$ cat config.mk
export PLATFORM = sky130hd
export DESIGN_NAME = ih_interrupt_handler
export DESIGN_NICKNAME = d
export VERILOG_FILES = /design/src/core/ih_pkg.sv /design/src/core/ih_interrupt_handler.sv
export SDC_FILE = /design/constraint.sdc
export NUM_CORES = 1
export LEC_CHECK = 0
export BUFFER_PORTS_ARGS = -buffer_cell sky130_fd_sc_hd__buf_2
export CORE_MARGIN = 2
export CORE_UTILIZATION = 56
export CTS_CLUSTER_SIZE = 12
export DETAILED_ROUTE_END_ITERATION = 10
export PLACE_DENSITY = 0.85
export SYNTH_ARGS = -nofsm -noshare
export SYNTH_HDL_FRONTEND = slang
export SYNTH_SLANG_ARGS = --single-unit
$ cat constraint.sdc
create_clock -name hclk -period 4.1 [get_ports hclk]
set_input_delay 0.205 -clock hclk [delete_from_list [all_inputs] [get_ports hclk]]
set_output_delay 0.205 -clock hclk [all_outputs]
set_load 0.01 [all_outputs]
$ cat src/core/ih_pkg.sv
// constants and carrier types for the interrupt handler
package ih_pkg;

    localparam int NUM_SRC = 22;

    // register indices; the byte address is four times the index
    localparam logic [7:0] IDX_TIMER_CTRL = 8'h88;
    localparam logic [7:0] IDX_IRQ_ENABLE = 8'hA8;
    localparam logic [7:0] IDX_SOFT_FLAGS = 8'hAD;
    localparam logic [7:0] IDX_PRIO = 8'hB8;
    localparam logic [7:0] IDX_EXT_EN_ONE = 8'hE6;
    localparam logic [7:0] IDX_EXT_EN_TWO = 8'hE7;
    localparam logic [7:0] IDX_PRIO_ONE = 8'hF6;
    localparam logic [7:0] IDX_PRIO_TWO = 8'hF7;

    // field positions
    localparam int GLOBAL_EN_BIT = 7;
    localparam int TYPE_A_BIT = 0;
    localparam int PEND_A_BIT = 1;
    localparam int TYPE_B_BIT = 2;
    localparam int PEND_B_BIT = 3;
    localparam int SOFT_LSB = 4;

    // writable bits of each register
    localparam logic [7:0] IRQ_ENABLE_MASK = 8'hBF;
    localparam logic [7:0] PRIO_MASK = 8'h3F;
    localparam logic [7:0] EXT_EN_ONE_MASK = 8'hF5;
    localparam logic [7:0] EXT_EN_TWO_MASK = 8'hBE;
    localparam logic [7:0] REG_RESET = 8'h00;

    // fixed source orders
    localparam logic [4:0] ORD_EXT_A = 5'h00;
    localparam logic [4:0] ORD_EXT_B = 5'h02;
    localparam int ORD_SOFT0 = 16;

    // vector = base + stride * order
    localparam logic [15:0] VEC_BASE = 16'h0003;
    localparam logic [15:0] RESET_VECTOR = 16'h0000;

    // bus encodings
    localparam logic [1:0] HTRANS_NONSEQ = 2'h2;
    localparam logic HRESP_OKAY = 1'b0;

    typedef struct packed {
        logic hsel;
        logic [31:0] haddr;
        logic [1:0] htrans;
        logic hwrite;
        logic [2:0] hsize;
        logic hready;
        logic [31:0] hwdata;
    } ih_ahb_req_t;

    typedef struct packed {
        logic hreadyout;
        logic hresp;
        logic [31:0] hrdata;
    } ih_ahb_rsp_t;

    typedef struct packed {
        logic instr_done;
        logic return_from_interrupt_done;
        logic irq_ack;
    } ih_core_in_t;

    typedef struct packed {
        logic irq_req;
        logic irq_high;
        logic [15:0] irq_vector;
    } ih_core_out_t;

    typedef struct packed {
        logic wr_pend;
        logic [7:0] wr_idx;
        logic [7:0] irq_enable_reg;
        logic [7:0] extended_enable_reg_one;
        logic [7:0] extended_enable_reg_two;
        logic [7:0] prio_reg;
        logic [7:0] prio_reg_one;
        logic [7:0] prio_reg_two;
        logic ext_line_a_type_select;
        logic ext_line_b_type_select;
        logic ext_line_a_pending;
        logic ext_line_b_pending;
        logic [3:0] soft_req;
        logic [1:0] sync_a;
        logic [1:0] sync_b;
        logic prev_a;
        logic prev_b;
        logic active_low;
        logic active_high;
        logic post_return_gate;
        logic req;
        logic req_high;
        logic [4:0] req_order;
        logic [15:0] vector;
        logic [31:0] hrdata;
    } ih_state_t;

endpackage

$ cat src/core/ih_interrupt_handler.sv
// interrupt handler: pending flags, enables, priority pick, core handshake
//
// Implementation choice: the AHB-Lite slave port.
module ih_interrupt_handler
(
    input wire logic hclk, // system clock
    input wire logic hresetn, // async reset, active low
    input wire ih_pkg::ih_ahb_req_t ahb_i, // register bus request
    output ih_pkg::ih_ahb_rsp_t ahb_o, // register bus response
    input wire logic [21:0] periph_pending, // peripheral flags by order
    input wire logic ext_line_a_pin_n, // external line zero pin
    input wire logic ext_line_b_pin_n, // external line one pin
    input wire ih_pkg::ih_core_in_t core_i, // sequencer handshake
    output ih_pkg::ih_core_out_t core_o // request and vector
);
    import ih_pkg::*;

    ////////////////////////////////////////////////////////////////////////
    // helpers

    // spread three enable-style registers over the source orders
    // orders 7, 9, 14 and 20 have no enable and never request
    function automatic logic [21:0] by_order(input logic [7:0] base,
                                             input logic [7:0] one,
                                             input logic [7:0] two);
        by_order = {two[7], 1'b0, two[5:2], two[1], 1'b0,
                    one[7:4], 1'b0, one[2], 1'b0, one[0],
                    base[5:0]};
    endfunction

    // lowest set bit wins: {found, order}
    function automatic logic [5:0] first_set(input logic [21:0] v);
        first_set = 6'h00;
        // scan downwards so the last hit is the lowest order
        for (int i = NUM_SRC - 1; i >= 0; i--)
        begin
            if (v[i])
            begin
                first_set = {1'b1, 5'(i)};
            end
        end
    endfunction

    // vector = base + 8 * order
    function automatic logic [15:0] vector_of(input logic [4:0] ord);
        vector_of = VEC_BASE + {8'h00, ord, 3'h0};
    endfunction

    // a transfer starts when selected, ready and NONSEQ; IDLE, BUSY and SEQ never start one
    function automatic logic starts(input ih_ahb_req_t r);
        starts = r.hsel & r.hready & (r.htrans == HTRANS_NONSEQ);
    endfunction

    ////////////////////////////////////////////////////////////////////////
    // state

    ih_state_t s_q;
    ih_state_t s_d;

    logic addr_ok;
    logic [7:0] addr_idx;
    logic take;
    logic [21:0] pending;
    logic [21:0] enabled;
    logic [21:0] high;
    logic [21:0] elig;
    logic [5:0] pick_hi;
    logic [5:0] pick_lo;
    logic [7:0] wdata;
    logic fall_a;
    logic fall_b;

    // zero wait states: each transfer ends in its data phase
    assign ahb_o.hreadyout = 1'b1;
    assign ahb_o.hresp = HRESP_OKAY;
    assign ahb_o.hrdata = s_q.hrdata;

    // the sequencer samples this at its instruction boundary
    assign core_o.irq_req = s_q.req & ~core_i.return_from_interrupt_done
                          & (~s_q.post_return_gate | core_i.instr_done);
    assign core_o.irq_high = s_q.req_high;
    assign core_o.irq_vector = s_q.vector;

    // an ack with no request showing is ignored
    assign take = core_i.irq_ack & core_o.irq_req;

    ////////////////////////////////////////////////////////////////////////
    // request selection

    always_comb
    begin
        pending = periph_pending;
        pending[ORD_EXT_A] = s_q.ext_line_a_pending;
        pending[ORD_EXT_B] = s_q.ext_line_b_pending;
        pending[ORD_SOFT0 +: 4] = s_q.soft_req;
        // the global bit gates all sources together
        enabled = by_order(s_q.irq_enable_reg, s_q.extended_enable_reg_one,
                           s_q.extended_enable_reg_two)
                & {NUM_SRC{s_q.irq_enable_reg[GLOBAL_EN_BIT]}};
        high = by_order(s_q.prio_reg, s_q.prio_reg_one,
                        s_q.prio_reg_two);
        elig = pending & enabled;
        // a high routine blocks all; a low routine blocks low ones
        pick_hi = first_set(elig & high) & {6{~s_q.active_high}};
        pick_lo = first_set(elig & ~high)
                & {6{~s_q.active_high & ~s_q.active_low}};
    end

    ////////////////////////////////////////////////////////////////////////
    // bus decode

    always_comb
    begin
        addr_idx = ahb_i.haddr[9:2];
        addr_ok = (ahb_i.haddr[31:10] == 22'h00_0000)
                & (ahb_i.haddr[1:0] == 2'h0);
        // only the low byte carries register data
        wdata = ahb_i.hwdata[7:0];
        // edges read the second flop only, never the raw pin
        fall_a = s_q.prev_a & ~s_q.sync_a[1];
        fall_b = s_q.prev_b & ~s_q.sync_b[1];
    end

    ////////////////////////////////////////////////////////////////////////
    // next state

    always_comb
    begin
        s_d = s_q;

        // pins pass two flops before use
        s_d.sync_a = {s_q.sync_a[0], ext_line_a_pin_n};
        s_d.sync_b = {s_q.sync_b[0], ext_line_b_pin_n};
        s_d.prev_a = s_q.sync_a[1];
        s_d.prev_b = s_q.sync_b[1];

        // vectoring clears edge-mode external flags only
        if (take && s_q.req_order == ORD_EXT_A && s_q.ext_line_a_type_select)
        begin
            s_d.ext_line_a_pending = 1'b0;
        end
        if (take && s_q.req_order == ORD_EXT_B && s_q.ext_line_b_type_select)
        begin
            s_d.ext_line_b_pending = 1'b0;
        end

        // data phase of a write
        if (s_q.wr_pend)
        begin
            case (s_q.wr_idx)
                IDX_IRQ_ENABLE:
                begin
                    s_d.irq_enable_reg = wdata & IRQ_ENABLE_MASK;
                end
                IDX_EXT_EN_ONE:
                begin
                    s_d.extended_enable_reg_one = wdata & EXT_EN_ONE_MASK;
                end
                IDX_EXT_EN_TWO:
                begin
                    s_d.extended_enable_reg_two = wdata & EXT_EN_TWO_MASK;
                end
                IDX_PRIO:
                begin
                    s_d.prio_reg = wdata & PRIO_MASK;
                end
                IDX_PRIO_ONE:
                begin
                    s_d.prio_reg_one = wdata & EXT_EN_ONE_MASK;
                end
                IDX_PRIO_TWO:
                begin
                    s_d.prio_reg_two = wdata & EXT_EN_TWO_MASK;
                end
                IDX_TIMER_CTRL:
                begin
                    // in level mode the pin overrides these flag writes
                    s_d.ext_line_a_type_select = wdata[TYPE_A_BIT];
                    s_d.ext_line_b_type_select = wdata[TYPE_B_BIT];
                    s_d.ext_line_a_pending = wdata[PEND_A_BIT];
                    s_d.ext_line_b_pending = wdata[PEND_B_BIT];
                end
                IDX_SOFT_FLAGS:
                begin
                    // low nibble is not stored
                    s_d.soft_req = wdata[SOFT_LSB +: 4];
                end
                default:
                begin
                    s_d.wr_pend = 1'b0;
                end
            endcase
        end

        // pin events come last so a set beats a clear in the same cycle
        if (s_q.ext_line_a_type_select)
        begin
            if (fall_a)
            begin
                s_d.ext_line_a_pending = 1'b1;
            end
        end
        else
        begin
            s_d.ext_line_a_pending = ~s_q.sync_a[1];
        end
        if (s_q.ext_line_b_type_select)
        begin
            if (fall_b)
            begin
                s_d.ext_line_b_pending = 1'b1;
            end
        end
        else
        begin
            s_d.ext_line_b_pending = ~s_q.sync_b[1];
        end

        // address phase; a bad address never arms a write
        s_d.wr_pend = 1'b0;
        if (starts(ahb_i))
        begin
            s_d.wr_pend = ahb_i.hwrite & addr_ok;
            s_d.wr_idx = addr_idx;
        end

        // in-service levels
        // the return cycle masks the request, so no take meets a pop
        if (core_i.return_from_interrupt_done)
        begin
            if (s_q.active_high)
            begin
                s_d.active_high = 1'b0;
            end
            else
            begin
                s_d.active_low = 1'b0;
            end
            s_d.post_return_gate = 1'b1;
        end
        else if (core_i.instr_done)
        begin
            s_d.post_return_gate = 1'b0;
        end
        if (take)
        begin
            if (s_q.req_high)
            begin
                s_d.active_high = 1'b1;
            end
            else
            begin
                s_d.active_low = 1'b1;
            end
        end

        // one cycle of detect: picks are registered every clock
        if (pick_hi[5])
        begin
            s_d.req = ~take;
            s_d.req_high = 1'b1;
            s_d.req_order = pick_hi[4:0];
        end
        else if (pick_lo[5])
        begin
            s_d.req = ~take;
            s_d.req_high = 1'b0;
            s_d.req_order = pick_lo[4:0];
        end
        else
        begin
            s_d.req = 1'b0;
        end
        // vector follows the order always; it matters only with a request
        s_d.vector = vector_of(s_d.req_order);

        // read data from the next state so a write just before is seen
        if (starts(ahb_i) && !ahb_i.hwrite)
        begin
            s_d.hrdata = 32'h0000_0000;
            if (addr_ok)
            begin
                case (addr_idx)
                    IDX_IRQ_ENABLE:
                    begin
                        s_d.hrdata[7:0] = s_d.irq_enable_reg;
                    end
                    IDX_EXT_EN_ONE:
                    begin
                        s_d.hrdata[7:0] = s_d.extended_enable_reg_one;
                    end
                    IDX_EXT_EN_TWO:
                    begin
                        s_d.hrdata[7:0] = s_d.extended_enable_reg_two;
                    end
                    IDX_PRIO:
                    begin
                        s_d.hrdata[7:0] = s_d.prio_reg;
                    end
                    IDX_PRIO_ONE:
                    begin
                        s_d.hrdata[7:0] = s_d.prio_reg_one;
                    end
                    IDX_PRIO_TWO:
                    begin
                        s_d.hrdata[7:0] = s_d.prio_reg_two;
                    end
                    IDX_TIMER_CTRL:
                    begin
                        s_d.hrdata[3:0] = {s_d.ext_line_b_pending,
                                           s_d.ext_line_b_type_select,
                                           s_d.ext_line_a_pending,
                                           s_d.ext_line_a_type_select};
                    end
                    IDX_SOFT_FLAGS:
                    begin
                        s_d.hrdata[7:0] = {s_d.soft_req, 4'h0};
                    end
                    default:
                    begin
                        s_d.hrdata = 32'h0000_0000;
                    end
                endcase
            end
        end
    end

    ////////////////////////////////////////////////////////////////////////
    // registers

    always_ff @(posedge hclk or negedge hresetn)
    begin
        if (!hresetn)
        begin
            // all zero: vector shows the reset vector, enables off
            s_q <= '0;
            // synchronisers start at the idle high level, so level mode
            // shows no false flag while the pipeline fills
            s_q.sync_a <= 2'b11;
            s_q.sync_b <= 2'b11;
            s_q.prev_a <= 1'b1;
            s_q.prev_b <= 1'b1;
        end
        else
        begin
            s_q <= s_d;
        end
    end

endmodule // ih_interrupt_handler

-- Word level (Yosys, flattened, before mapping)
Cells that the tools add are included.
Widths: inputs -> output; s select.
- register bits: 122
- word-level logic and storage cells: 153
- reductions and logical operators: 11
- multiplexer cells: 73
- bitwise operators: 25
- add/subtract/negate cells: 1
- equal/unequal tests: 18
- operators with widths (kind ; number):
    $mux 6 ; 45
    $eq 8x8->1 const B ; 16
    $and 22x22->22 ; 4
    $mux 56 ; 1
    $mux 8 ; 7
    $pmux 4 s7 ; 2
    $logic_not 22->1 ; 1
    $not 22->22 ; 1
    $and 6x6->6 ; 2
    $mux 1 ; 12
    $and 1x1->1 ; 10
    $add 2x8->9 const A ; 1
    $mux 9 ; 1
    $mux 4 ; 2
    $mux 7 ; 1
    $not 1->1 ; 7
    $eq 5x2->1 const B ; 1
    $logic_and 1x1->1 ; 5
    $logic_not 5->1 ; 1
    $mux 2 ; 2
    $reduce_bool 2->1 ; 2
    $eq 2x2->1 const B ; 1
    $logic_not 2->1 ; 1
    $logic_not 1->1 ; 1
    $or 1x1->1 ; 1

-- Longest topological paths before layout
Gate-level depths: netlist of run 1.
- depth after elaboration: 29
- depth in mapped cells: 9
- mapped depth without buffers: 7

-- Worst setup path before layout of run 1
OpenSTA, ideal clock, no wires.
- path type: register -> register
- from: register s_q[126] (netlist bit)
- to: register s_q (netlist bit ahb_o[6])
- stages on the path, launching flop included: 8
- data required time: 3969 ps
- setup time: 131 ps
- clock period less this slack: 2429 ps
- arrival time: 2298 ps
- path buffers: 0
- path slack: 1671 ps
- cell sequence: dfrtp_1 -> nor3b_4 -> nor3b_2 -> mux2_4 -> nor2b_1 -> or4b_1 -> a221oi_2 -> o21ai_1
- RTL lines (what ; line ; source):
    from (decl) ; ih_interrupt_handler.sv:57 ; ih_state_t s_q;

-- Worst setup path after layout of run 1
- from: register s_q[119] (netlist bit)
- to: register s_q[48] (netlist bit)
- cells in the longest elaborated chain, start to end: 28
- ends and longest elaborated chain (what ; line ; source):
    $and 22x22->22 * ; ih_interrupt_handler.sv:99 ; & {NUM_SRC{s_q.irq_enable_reg[GLOBAL_EN_BIT]}};
    $and 22x22->22 * ; ih_interrupt_handler.sv:102 ; elig = pending & enabled;
    $and 22x22->22 ; ih_interrupt_handler.sv:105 ; pick_lo = first_set(elig & ~high)
    $mux 6 (22 in series) ; ih_interrupt_handler.sv:37 ; if (v[i])
    $and 6x6->6 ; ih_interrupt_handler.sv:106 ; & {6{~s_q.active_high & ~s_q.active_low}};
    $mux 6 ; ih_interrupt_handler.sv:264 ; else if (pick_lo[5])
    $mux 7 * ; ih_interrupt_handler.sv:258 ; if (pick_hi[5])
Mark *: on every way between the ends. The rest lies on a longest branch, timed or not. The select of a mux whose other input is x is not followed.
A chain may end at the register's enable or synchronous reset.

==> results.md, run 1 <==
- WL/cell: 18.9 µm
- Final instance area: 5750 µm²
- Crit-path max FO: 44
- DRT iter0 DRCs: 324
- GRT Total Usage: 26.6%
- # setup viols final: 0
- Seq/Total Area, Yosys: 43.4%
- Max frequency: 0.327 GHz
- Boundary Pins: 153
- Relative slew slack: 7.21%
- Fin crit period: 3.05 ns
- # Max-Cap Violations: 0
- Remaining DRCs: 0
- Crit path capture type: flop
- Final Util: 63.1%
- Final net count: 657
- Crit start category: flop
- Clk root buf: clkbuf_8
- Setup CP Type: reg -> reg
- RSZ-0062 raised after global routing: false
- Final setup TNS: 0 ns
- Gr ovfl total: 0
- Main synth FF type: dfrtp_1
- Register area: 2260 µm²
- Main combinational cell family by area after synthesis: simple AND/OR/NAND/NOR gates
- Tcrit/Tclk final: 74.5%
- Router iterations before antenna repair: 7
- CTS clk-pin slew, worst paths: 0.09 ns
- H-Tree Depth: 3
- CTS tree: done
- Synth warn: 0
- Final Hold Viols: 0
- Compound-Gate Fraction of Synth Area: 11.2%
- Syn avg cell area: 10.7 µm²
- Worst EP arrival: 3.31 ns
- Die ar.: 10100 µm²
- First-pass GRT wire length: 20600 µm
- Vias in the first global route: 4084
- Leakage: 2.80 nW
- Initial Util: 57.2%
- Synth area leaders: dfrtp_1 (40%), mux2_2 (10%), buf_4 (7.4%), dfstp_2 (3.0%), nand2_1 (2.7%)
- Mux contribution to synthesized area: 11.2%
- FP Rows: 35
- Final ANT Viol Nets: 0
- Yosys top cell area share: 40.4%
- Routed WL: 12700 µm
- CP required: 4.36 ns
- Layout cells sized above 1: 31.7%
- Synth Area in Simple Gates: 24.6%
- Filler cell count: 728
- Diodes inserted: 0
- Distinct cells, synth: 74
- Post-synthesis async set-or-reset flop share: 100%
- Vias: 4161
- Syn Inst Count: 485
- Post-Syn Area: 5210 µm²
- Combined area of the multi-input logic cells: 2590 µm²
- Post-synth EDFFs: 0
- Initial antenna violation count: 0
- CTS Buffer Depth: 2
- Port bufs: 80
- Register bit total from synthesis: 90
- # clock sinks: 90
- Worst hold path class: in -> reg
- Pwr dens: 337 nW/µm²
- CTS Hold Bufs: 3
- Final Max Tran Viols: 0
- Post-Synth Adder-Cell Area: 0%
- Area growth syn-to-layout: 10.4%
- Chip height: 100 µm
- Post-Route Skew: 0.00939 ns
- Leading area contributor after synthesis: dfrtp_1
- Outcome: complete, no violations
- Worst-Margin Slew: 1.38 ns
- Die width: 100 µm
- Post-cts resize count: 0
- XOR/XNOR share of the synthesized area: 0%
- Largest net degree at the start of global routing: 48
- Placer Congestion: 0.938
- Clock buffer count from CTS: 9
- Clk_lat worst skew: 0.36 ns
- Placed Instance Area: 5470 µm²
- Setup Buffers After CTS: 0
- Max VDD drop: 0.000201 V
- Vias per Instance: 6.19
- Post-detail-place hpwl: 9520 µm
- Core region area: 9110 µm²
[cell families after synthesis]
family | after synthesis
compound gates | 81
other cells | 2
buf+inv | 75
flops | 90
mux | 51
simple gates | 186
[per-stage QoR]
stage	worst slack, ns	power [mW]	hold WS [ns]	cells
finish	1.05	1.94	0.0465	672
global route	0.773	2.02	0.0406	672
CTS	1.11	1.94	0.0312	672
detailed placement	1.12	1.23	0.254	653
global placement	1.18	1.22	0.243	653
floorplan	1.67	1.17	-0.0906	519
[final timing paths]
| path | startpoint | to | slack (ns) | cells past startpoint |
|---|---|---|---|---|
| max | s_q[119] | s_q[48] | 1.05 | 7 |
| min | core_i[1] | s_q[56] | 0.05 | 2 |
| max reg2reg | s_q[119] | s_q[48] | 1.05 | 7 |
| min reg2reg | s_d[63] | s_d[59] | 0.36 | 0 |
| max in group asynchronous | hresetn | s_q[120] | 2.73 | 3 |
| min in group asynchronous | hresetn | s_q[50] | 0.39 | 2 |
[cells in the final DEF, fill, tap and decap left out, types with 7 or more instances in the layout]
cell and instances:
inv_1 15, clkbuf_8 9, dfrtp_1 84, conb_1 36
nand3_1 13, nor2b_1 11, nor4_1 10, nand2b_1 7
nand2_1 38, buf_2 79, nor2_1 14, mux2_2 48
o21ai_0 19, nand4_1 21, nand4b_1 14
[cell usage after synthesis (all sizes together), types with 7 or more instances]
cell type	count
dfrtp	84
buf	56
mux2	51
nand2	38
nand4	23
o21ai	22
inv	15
nor4	15
nand3	14
nand4b	14
nor2	14
nor2b	12
and2	7
nand2b	7
[per-layer routing]
layer	global-route usage, %	routed length [µm]
met2	43.8	6220
met1	34.7	5270
met5	0	0
met4	13.2	410
met3	3.62	776
[cell type report]
cell class	instances	share of cell area, %
repair buffers	86	7.93
clock buffers	9	2.16
multi-input cells	354	45.1
well taps	111	2.42
clock inverters	7	2.05
flip-flops and latches	90	39.3
inverters	15	0.980
[flip-flops by register name, indices dropped and copies added, names as in the netlist]
signal   cells
ahb_o        8
core_o       2
high        18
pending      6
s_d          4
s_q         52
[where the power goes]
part           switching [mW]  internal [mW]
Combinational           0.131         0.0974
Sequential             0.0543          0.932
Clock                   0.319          0.405
[worst max-delay path, stage by stage (launching register included)]
cell and delay [ns]:
dfrtp_1 0.85, and4b_1 0.50, nor4_2 0.42, nand3_1 0.14
o41ai_2 0.35, a311o_1 0.27, o22ai_1 0.13, mux2_2 0.27
No activity file was read; power rests on OpenSTA's default activity.
==> run 2: changes to the inputs <==
--- a/config.mk
+++ b/config.mk
@@ -5,12 +5,13 @@
 export SDC_FILE = /design/constraint.sdc
 export NUM_CORES = 1
 export LEC_CHECK = 0
+export ABC_AREA = 1
 export BUFFER_PORTS_ARGS = -buffer_cell sky130_fd_sc_hd__buf_2
 export CORE_MARGIN = 2
-export CORE_UTILIZATION = 56
+export CORE_UTILIZATION = 53
 export CTS_CLUSTER_SIZE = 12
 export DETAILED_ROUTE_END_ITERATION = 10
-export PLACE_DENSITY = 0.85
+export PLACE_DENSITY = 0.8
 export SYNTH_ARGS = -nofsm -noshare
 export SYNTH_HDL_FRONTEND = slang
 export SYNTH_SLANG_ARGS = --single-unit
==> constraint.sdc (replaced) <==
create_clock -name hclk -period 2.85 [get_ports hclk]
set_input_delay 0.1425 -clock hclk [delete_from_list [all_inputs] [get_ports hclk]]
set_output_delay 0.1425 -clock hclk [all_outputs]
set_load 0.01 [all_outputs]
==> run 2 against run 1 <==
Net effect:
- the flow now finishes with violations (negative hold slack)
- via count increased by 14%
- die area increased by 7.1%
- first-iteration DRC count increased by 3.1%
- sequential share of layout area decreased by 0.42 points
- count of clock-buffer cells in the layout increased by 1
- register-to-register slack got worse by 0.50 ns
- synthesized area increased by 1.6%
- power increased by 28%
- synthesized cell count increased by 44%
- cell count increased by 35%
- largest cell class unchanged
==> results.md, run 2 <==
- Outcome: complete, but fails checks
- Failing checks: negative hold slack
- Crit start category: flop
- Final net count: 873
- RSZ-0062 raised after global routing: false
- H-Tree Depth: 3
- Routed WL: 13500 µm
- Leakage: 3.33 nW
- CP required: 3.14 ns
- Placer Congestion: 0.925
- Distinct cells, synth: 43
- FP Rows: 36
- Max frequency: 0.434 GHz
- Relative slew slack: 44.3%
- WL/cell: 14.8 µm
- Final setup TNS: 0 ns
- Hold Path Depth: 3
- # Max-Cap Violations: 0
- Pwr dens: 428 nW/µm²
- Syn avg cell area: 7.60 µm²
- Most frequent cell after synthesis: nand2_1
- Vias per Instance: 5.23
- Remaining DRCs: 0
- Post-detail-place hpwl: 10400 µm
- Final Max Tran Viols: 0
- Reg with most FFs: s_q
- Setup CP Type: reg -> reg
- Dpl cells: 888
- # setup viols final: 0
- # clock sinks: 90
- Clock buffer count from CTS: 9
- First-pass GRT wire length: 22400 µm
- Crit-path max FO: 14
- Most common cell after layout, fill and taps aside: nand2_1
- Port bufs: 80
- Final Util: 59.7%
- Initial Util: 54.4%
- Vias in the first global route: 4719
- Filler cell count: 890
- Core region area: 9730 µm²
- Router iterations before antenna repair: 5
- Worst-Margin Slew: 0.829 ns
- Main synth FF type: dfrtp_1
- Largest register FFs: 52
- Post-Syn Area: 5290 µm²
- Seq/Total Area, Yosys: 42.7%
- Final ANT Viol Nets: 0
- Register bit total from synthesis: 90
- Gr ovfl total: 0
- Hold_ws: -0.000834 ns
- Leading area contributor after synthesis: dfrtp_1
- Initial antenna violation count: 0
- Post-synth EDFFs: 0
- Area growth syn-to-layout: 9.77%
- Cells on worst reg2reg path: 10
- Final Hold Viols: 1
- Max VDD drop: 0.000222 V
- Synth area leaders: dfrtp_1 (40%), nand2_1 (13%), buf_4 (7.2%), inv_1 (6.3%), nand4_1 (4.3%)
- Most frequent cells in the layout: nand2_1 (187), inv_1 (89), dfrtp_1 (84)
- Synth cell count leaders: nand2_1 (187), inv_1 (89), dfrtp_1 (84)
- CTS clk-pin slew, worst paths: 0.10 ns
- GRT Total Usage: 26.0%
- Fin crit period: 2.31 ns
- Crit path capture type: flop
- Yosys top cell area share: 39.7%
- Post-Route Skew: 0.0124 ns
- Chip height: 104 µm
- Worst hold path class: in -> reg
- Synth warn: 0
- Vias: 4757
- Clk_lat worst skew: 0.38 ns
- Tcrit/Tclk final: 80.9%
- DRT iter0 DRCs: 334
- Syn Inst Count: 696
- Die ar.: 10800 µm²
- Diodes inserted: 0
- Worst EP arrival: 2.59 ns
- Die width: 104 µm
- CTS Buffer Depth: 2
- Clk root buf: clkbuf_8
- Post-route insts no fill: 910
- Post-synthesis async set-or-reset flop share: 100%
- Boundary Pins: 153
- Layout cells sized above 1: 19.3%
- CTS tree: done
- Largest net degree at the start of global routing: 54
-- run 2: worst max-delay path, cell delays in order, from the launching register on --
cell and delay [ns]:
dfrtp_1 0.39, inv_1 0.14, nand3_1 0.11, nor3_1 0.25, nand2_1 0.38, o21ai_0 0.40
o21ai_0 0.15, nor2_1 0.12, nand4_1 0.12, nand2_1 0.09, nand2_1 0.05
-- run 2: final timing paths --
kind	start	end	slack, ns
worst max-delay path	s_q[123]	ahb_o[4]	0.54
worst min-delay path	ahb_i[36]	s_q[128]	-0.0008
worst max register to register	s_q[123]	ahb_o[4]	0.54
worst min register to register	s_d[63]	s_d[59]	0.36
max in group asynchronous	hresetn	s_d[58]	1.70
min in group asynchronous	hresetn	high[13]	0.35
-- run 2: layer usage --
metal	GRT usage, %	wire, µm	vias to the layer above
met3	4.07	1080	23
met1	34.0	5730	2194
met5	0	0	-
met4	10.6	247	0
met2	43.4	6410	212
li1	-	-	2328
-- run 2: final cells by class --
cell class	count	area, µm²	share of cell area (%)
inverter	100	375	6.46
timing repair buffer	92	508	8.75
clock buffer	10	128	2.20
tap	133	166	2.87
multi-input combinational	479	2320	39.9
clock inverter	6	51.3	0.883
sequential	90	2260	38.9
-- run 2: logic make-up after synthesis --
kind of cell / Yosys count / share of synthesized area [%]
other: 2 / 0.142
AO/OA/AOI/OAI: 94 / 10.1
AND/OR/NAND/NOR: 348 / 31.0
flip-flops: 90 / 42.7
multiplexers: 1 / 0.189
buffers and inverters: 161 / 15.9
-- run 2: per-stage QoR --
stage	total power [mW]	instance area (µm²)	setup slack [ns]	hold slack [ns]
floorplan	1.59	5420	1.13	-0.153
global placement	1.66	5570	0.749	0.225
detailed placement	1.68	5570	0.644	0.234
CTS	2.49	5810	0.612	0.000498
global route	2.60	5810	0.391	0.0318
finish	2.49	5810	0.544	-0.000834
-- run 2: timing repair --
item | 4_1_cts | 5_1_grt
setup buffers | 0 | 0
resized for setup | 0 | 0
hold endpoints to repair | 56 | 0
hold buffers | 6 | 0
-- run 2: power by group --
part	switching, mW	internal [mW]
clock network	0.496	0.329
registers	0.0358	1.33
logic	0.197	0.101
total	0.729	1.76
==> run 3: changes to the inputs <==
--- a/config.mk
+++ b/config.mk
@@ -8,10 +8,10 @@
 export ABC_AREA = 1
 export BUFFER_PORTS_ARGS = -buffer_cell sky130_fd_sc_hd__buf_2
 export CORE_MARGIN = 2
-export CORE_UTILIZATION = 53
+export CORE_UTILIZATION = 48
 export CTS_CLUSTER_SIZE = 12
 export DETAILED_ROUTE_END_ITERATION = 10
-export PLACE_DENSITY = 0.8
+export PLACE_DENSITY = 0.77
 export SYNTH_ARGS = -nofsm -noshare
 export SYNTH_HDL_FRONTEND = slang
 export SYNTH_SLANG_ARGS = --single-unit
==> constraint.sdc (replaced) <==
create_clock -name hclk -period 2 [get_ports hclk]
set_input_delay 0.1 -clock hclk [delete_from_list [all_inputs] [get_ports hclk]]
set_output_delay 0.1 -clock hclk [all_outputs]
set_load 0.01 [all_outputs]
==> run 3 against run 2 <==
Net effect:
- the flow now finishes without violations
- sequential power up 43%
- clock power up 87%
- clock skew up 0.00059 ns
- utilization down 0.18 points
- first-iteration DRC count down 0.60%
- cell count up 5.1%
- fmax up 17%
- combinational power up 75%
- cell area up 11%
- non-clock buffer count up 39
- critical path type unchanged
- critical endpoint is now ahb_o[7]
==> results.md, run 3 (synthesized netlist as in run 2, its figures left out) <==
- Outcome: complete, no violations
- Max VDD drop: 0.000315 V
- Vias in the first global route: 4593
- Chip height: 109 µm
- Initial Util: 49.0%
- Hold Path Depth: 3
- Largest register FFs: 52
- Cells on worst reg2reg path: 12
- Die width: 109 µm
- Final Max Tran Viols: 0
- CP required: 2.26 ns
- Initial antenna violation count: 0
- Most frequent cells in the layout: nand2_1 (181), inv_1 (84), dfrtp_1 (81)
- Final Hold Viols: 0
- Tcrit/Tclk final: 98.3%
- Routed WL: 14000 µm
- Hold_ws: 0.0110 ns
- Hold path start: ahb_i[48]
- Register area: 2260 µm²
- Post-detail-place hpwl: 10600 µm
- GRT Total Usage: 23.9%
- Max frequency: 0.509 GHz
- CTS tree: done
- Remaining DRCs: 0
- Diodes inserted: 0
- Most common cell after layout, fill and taps aside: nand2_1
- Core region area: 10800 µm²
- Crit-path max FO: 6
- Boundary Pins: 153
- DRT iter0 DRCs: 332
- Clk root buf: clkbuf_8
- Crit path capture type: flop
- RR Endpoint: ahb_o[7]
- Crit start category: flop
- Reg-to-reg slack, setup: 0.03 ns
- # setup viols final: 0
- Router iterations before antenna repair: 5
- Worst-Margin Slew: 0.561 ns
- CTS clk-pin slew, worst paths: 0.10 ns
- Combined area of the multi-input logic cells: 2500 µm²
- Clk_lat worst skew: 0.36 ns
- Largest net degree at the start of global routing: 45
- Hold endpoint: s_q[127]
- # Max-Cap Violations: 0
- RR Startpoint: s_q[121]
- Post-Route Skew: 0.0130 ns
- Final Util: 59.5%
- Relative slew slack: 62.6%
- Clock buffer count from CTS: 9
- RSZ-0062 raised after global routing: true
- Area growth syn-to-layout: 21.4%
- Final net count: 912
- First-pass GRT wire length: 21900 µm
- Layout cells sized above 1: 28.2%
- WL/cell: 14.7 µm
- Placer Congestion: 0.929
- Gr ovfl total: 0
- Vias: 4922
- Worst EP arrival: 2.23 ns
- Vias per Instance: 5.15
- Final ANT Viol Nets: 0
- Fin crit period: 1.97 ns
- Filler cell count: 972
- Port bufs: 80
- Die ar.: 11900 µm²
- Reg with most FFs: s_q
- H-Tree Depth: 3
- CTS Buffer Depth: 2
- Dpl cells: 918
- Post-route insts no fill: 956
- FP Rows: 38
- Pwr dens: 624 nW/µm²
- Worst hold path class: in -> reg
- Leakage: 3.61 nW
- Setup CP Type: reg -> reg
- # clock sinks: 90
[run 3: cell count changes in the layout (fill, tap and decap cells not counted), moves of 5 or more]
| cell | before | now |
|---|---|---|
| buf_4 | 7 | 34 |
| nor2_1 | 45 | 36 |
| o21ai_0 | 40 | 31 |
| nor2_2 | 4 | 12 |
| o21ai_2 | 2 | 9 |
| dlygate4sd3_1 | 6 | 12 |
| nand2_1 | 187 | 181 |
| nor3_1 | 12 | 6 |
| inv_1 | 89 | 84 |
| nand2_2 | 4 | 9 |
| nor3_2 | 3 | 8 |
[run 3: where the power goes]
part | switching, mW | internal, mW | total [mW]
clock network | 0.696 | 0.844 | 1.54
registers | 0.0554 | 1.89 | 1.95
logic | 0.324 | 0.198 | 0.522
total | 1.08 | 2.93 | 4.01
[run 3: routing by layer]
| layer | part of all wire [%] | global-route usage [%] |
|---|---|---|
| met5 | 0 | 0 |
| met2 | 47 | 38.8 |
| met1 | 43 | 33.3 |
| met4 | 2.1 | 8.33 |
| met3 | 7.8 | 2.81 |
[run 3: timing repair]
item                                   4_1_cts  5_1_grt
setup buffers                                0        9
setup endpoints to repair                    0       14
hold buffers                                12        0
resized for setup                            0       65
endpoints found under the hold margin       51        0
[run 3: critical path, stage by stage, from the launching register on]
cell,delay [ns]
dfrtp_1,0.40
inv_2,0.08
nand2_4,0.05
nor4_4,0.33
nand2_2,0.22
inv_4,0.14
nor2_4,0.04
nand2_2,0.07
nand2_1,0.06
a21oi_1,0.11
nand3_1,0.12
o21ai_1,0.17
nand2_1,0.07
[run 3: layout make-up]
class	instances	area share, %
well taps	140	2.73
clock buffers	9	1.93
multi-input cells	479	38.9
repair buffers	131	13.4
flip-flops and latches	90	35.2
inverters	100	5.88
clock inverters	7	1.95
[run 3: metrics by stage]
step | instance area, µm² | total power, mW | TNS (ns) | setup slack, ns
after floorplan | 5420 | 2.27 | 0 | 0.282
after global placement | 5760 | 2.41 | 0 | 0.0791
after detailed placement | 5760 | 2.42 | 0 | 0.0476
after CTS | 6130 | 3.96 | 0 | 0.0139
after global routing | 6420 | 4.18 | -0.553 | -0.0970
final | 6420 | 4.01 | 0 | 0.0336
[run 3: worst max path at each step]
stage	from	endpoint	slack (ns)
6_report	s_q[121]	ahb_o[7]	0.03
5_1_grt	s_q[121]	ahb_o[5]	-0.1
4_1_cts	s_q[127]	ahb_o[5]	0.01
3_5_place_dp	s_q[119]	s_q[50]	0.05
3_3_place_gp	s_q[122]	ahb_o[7]	0.08
2_1_floorplan	s_q[119]	s_q[50]	0.28
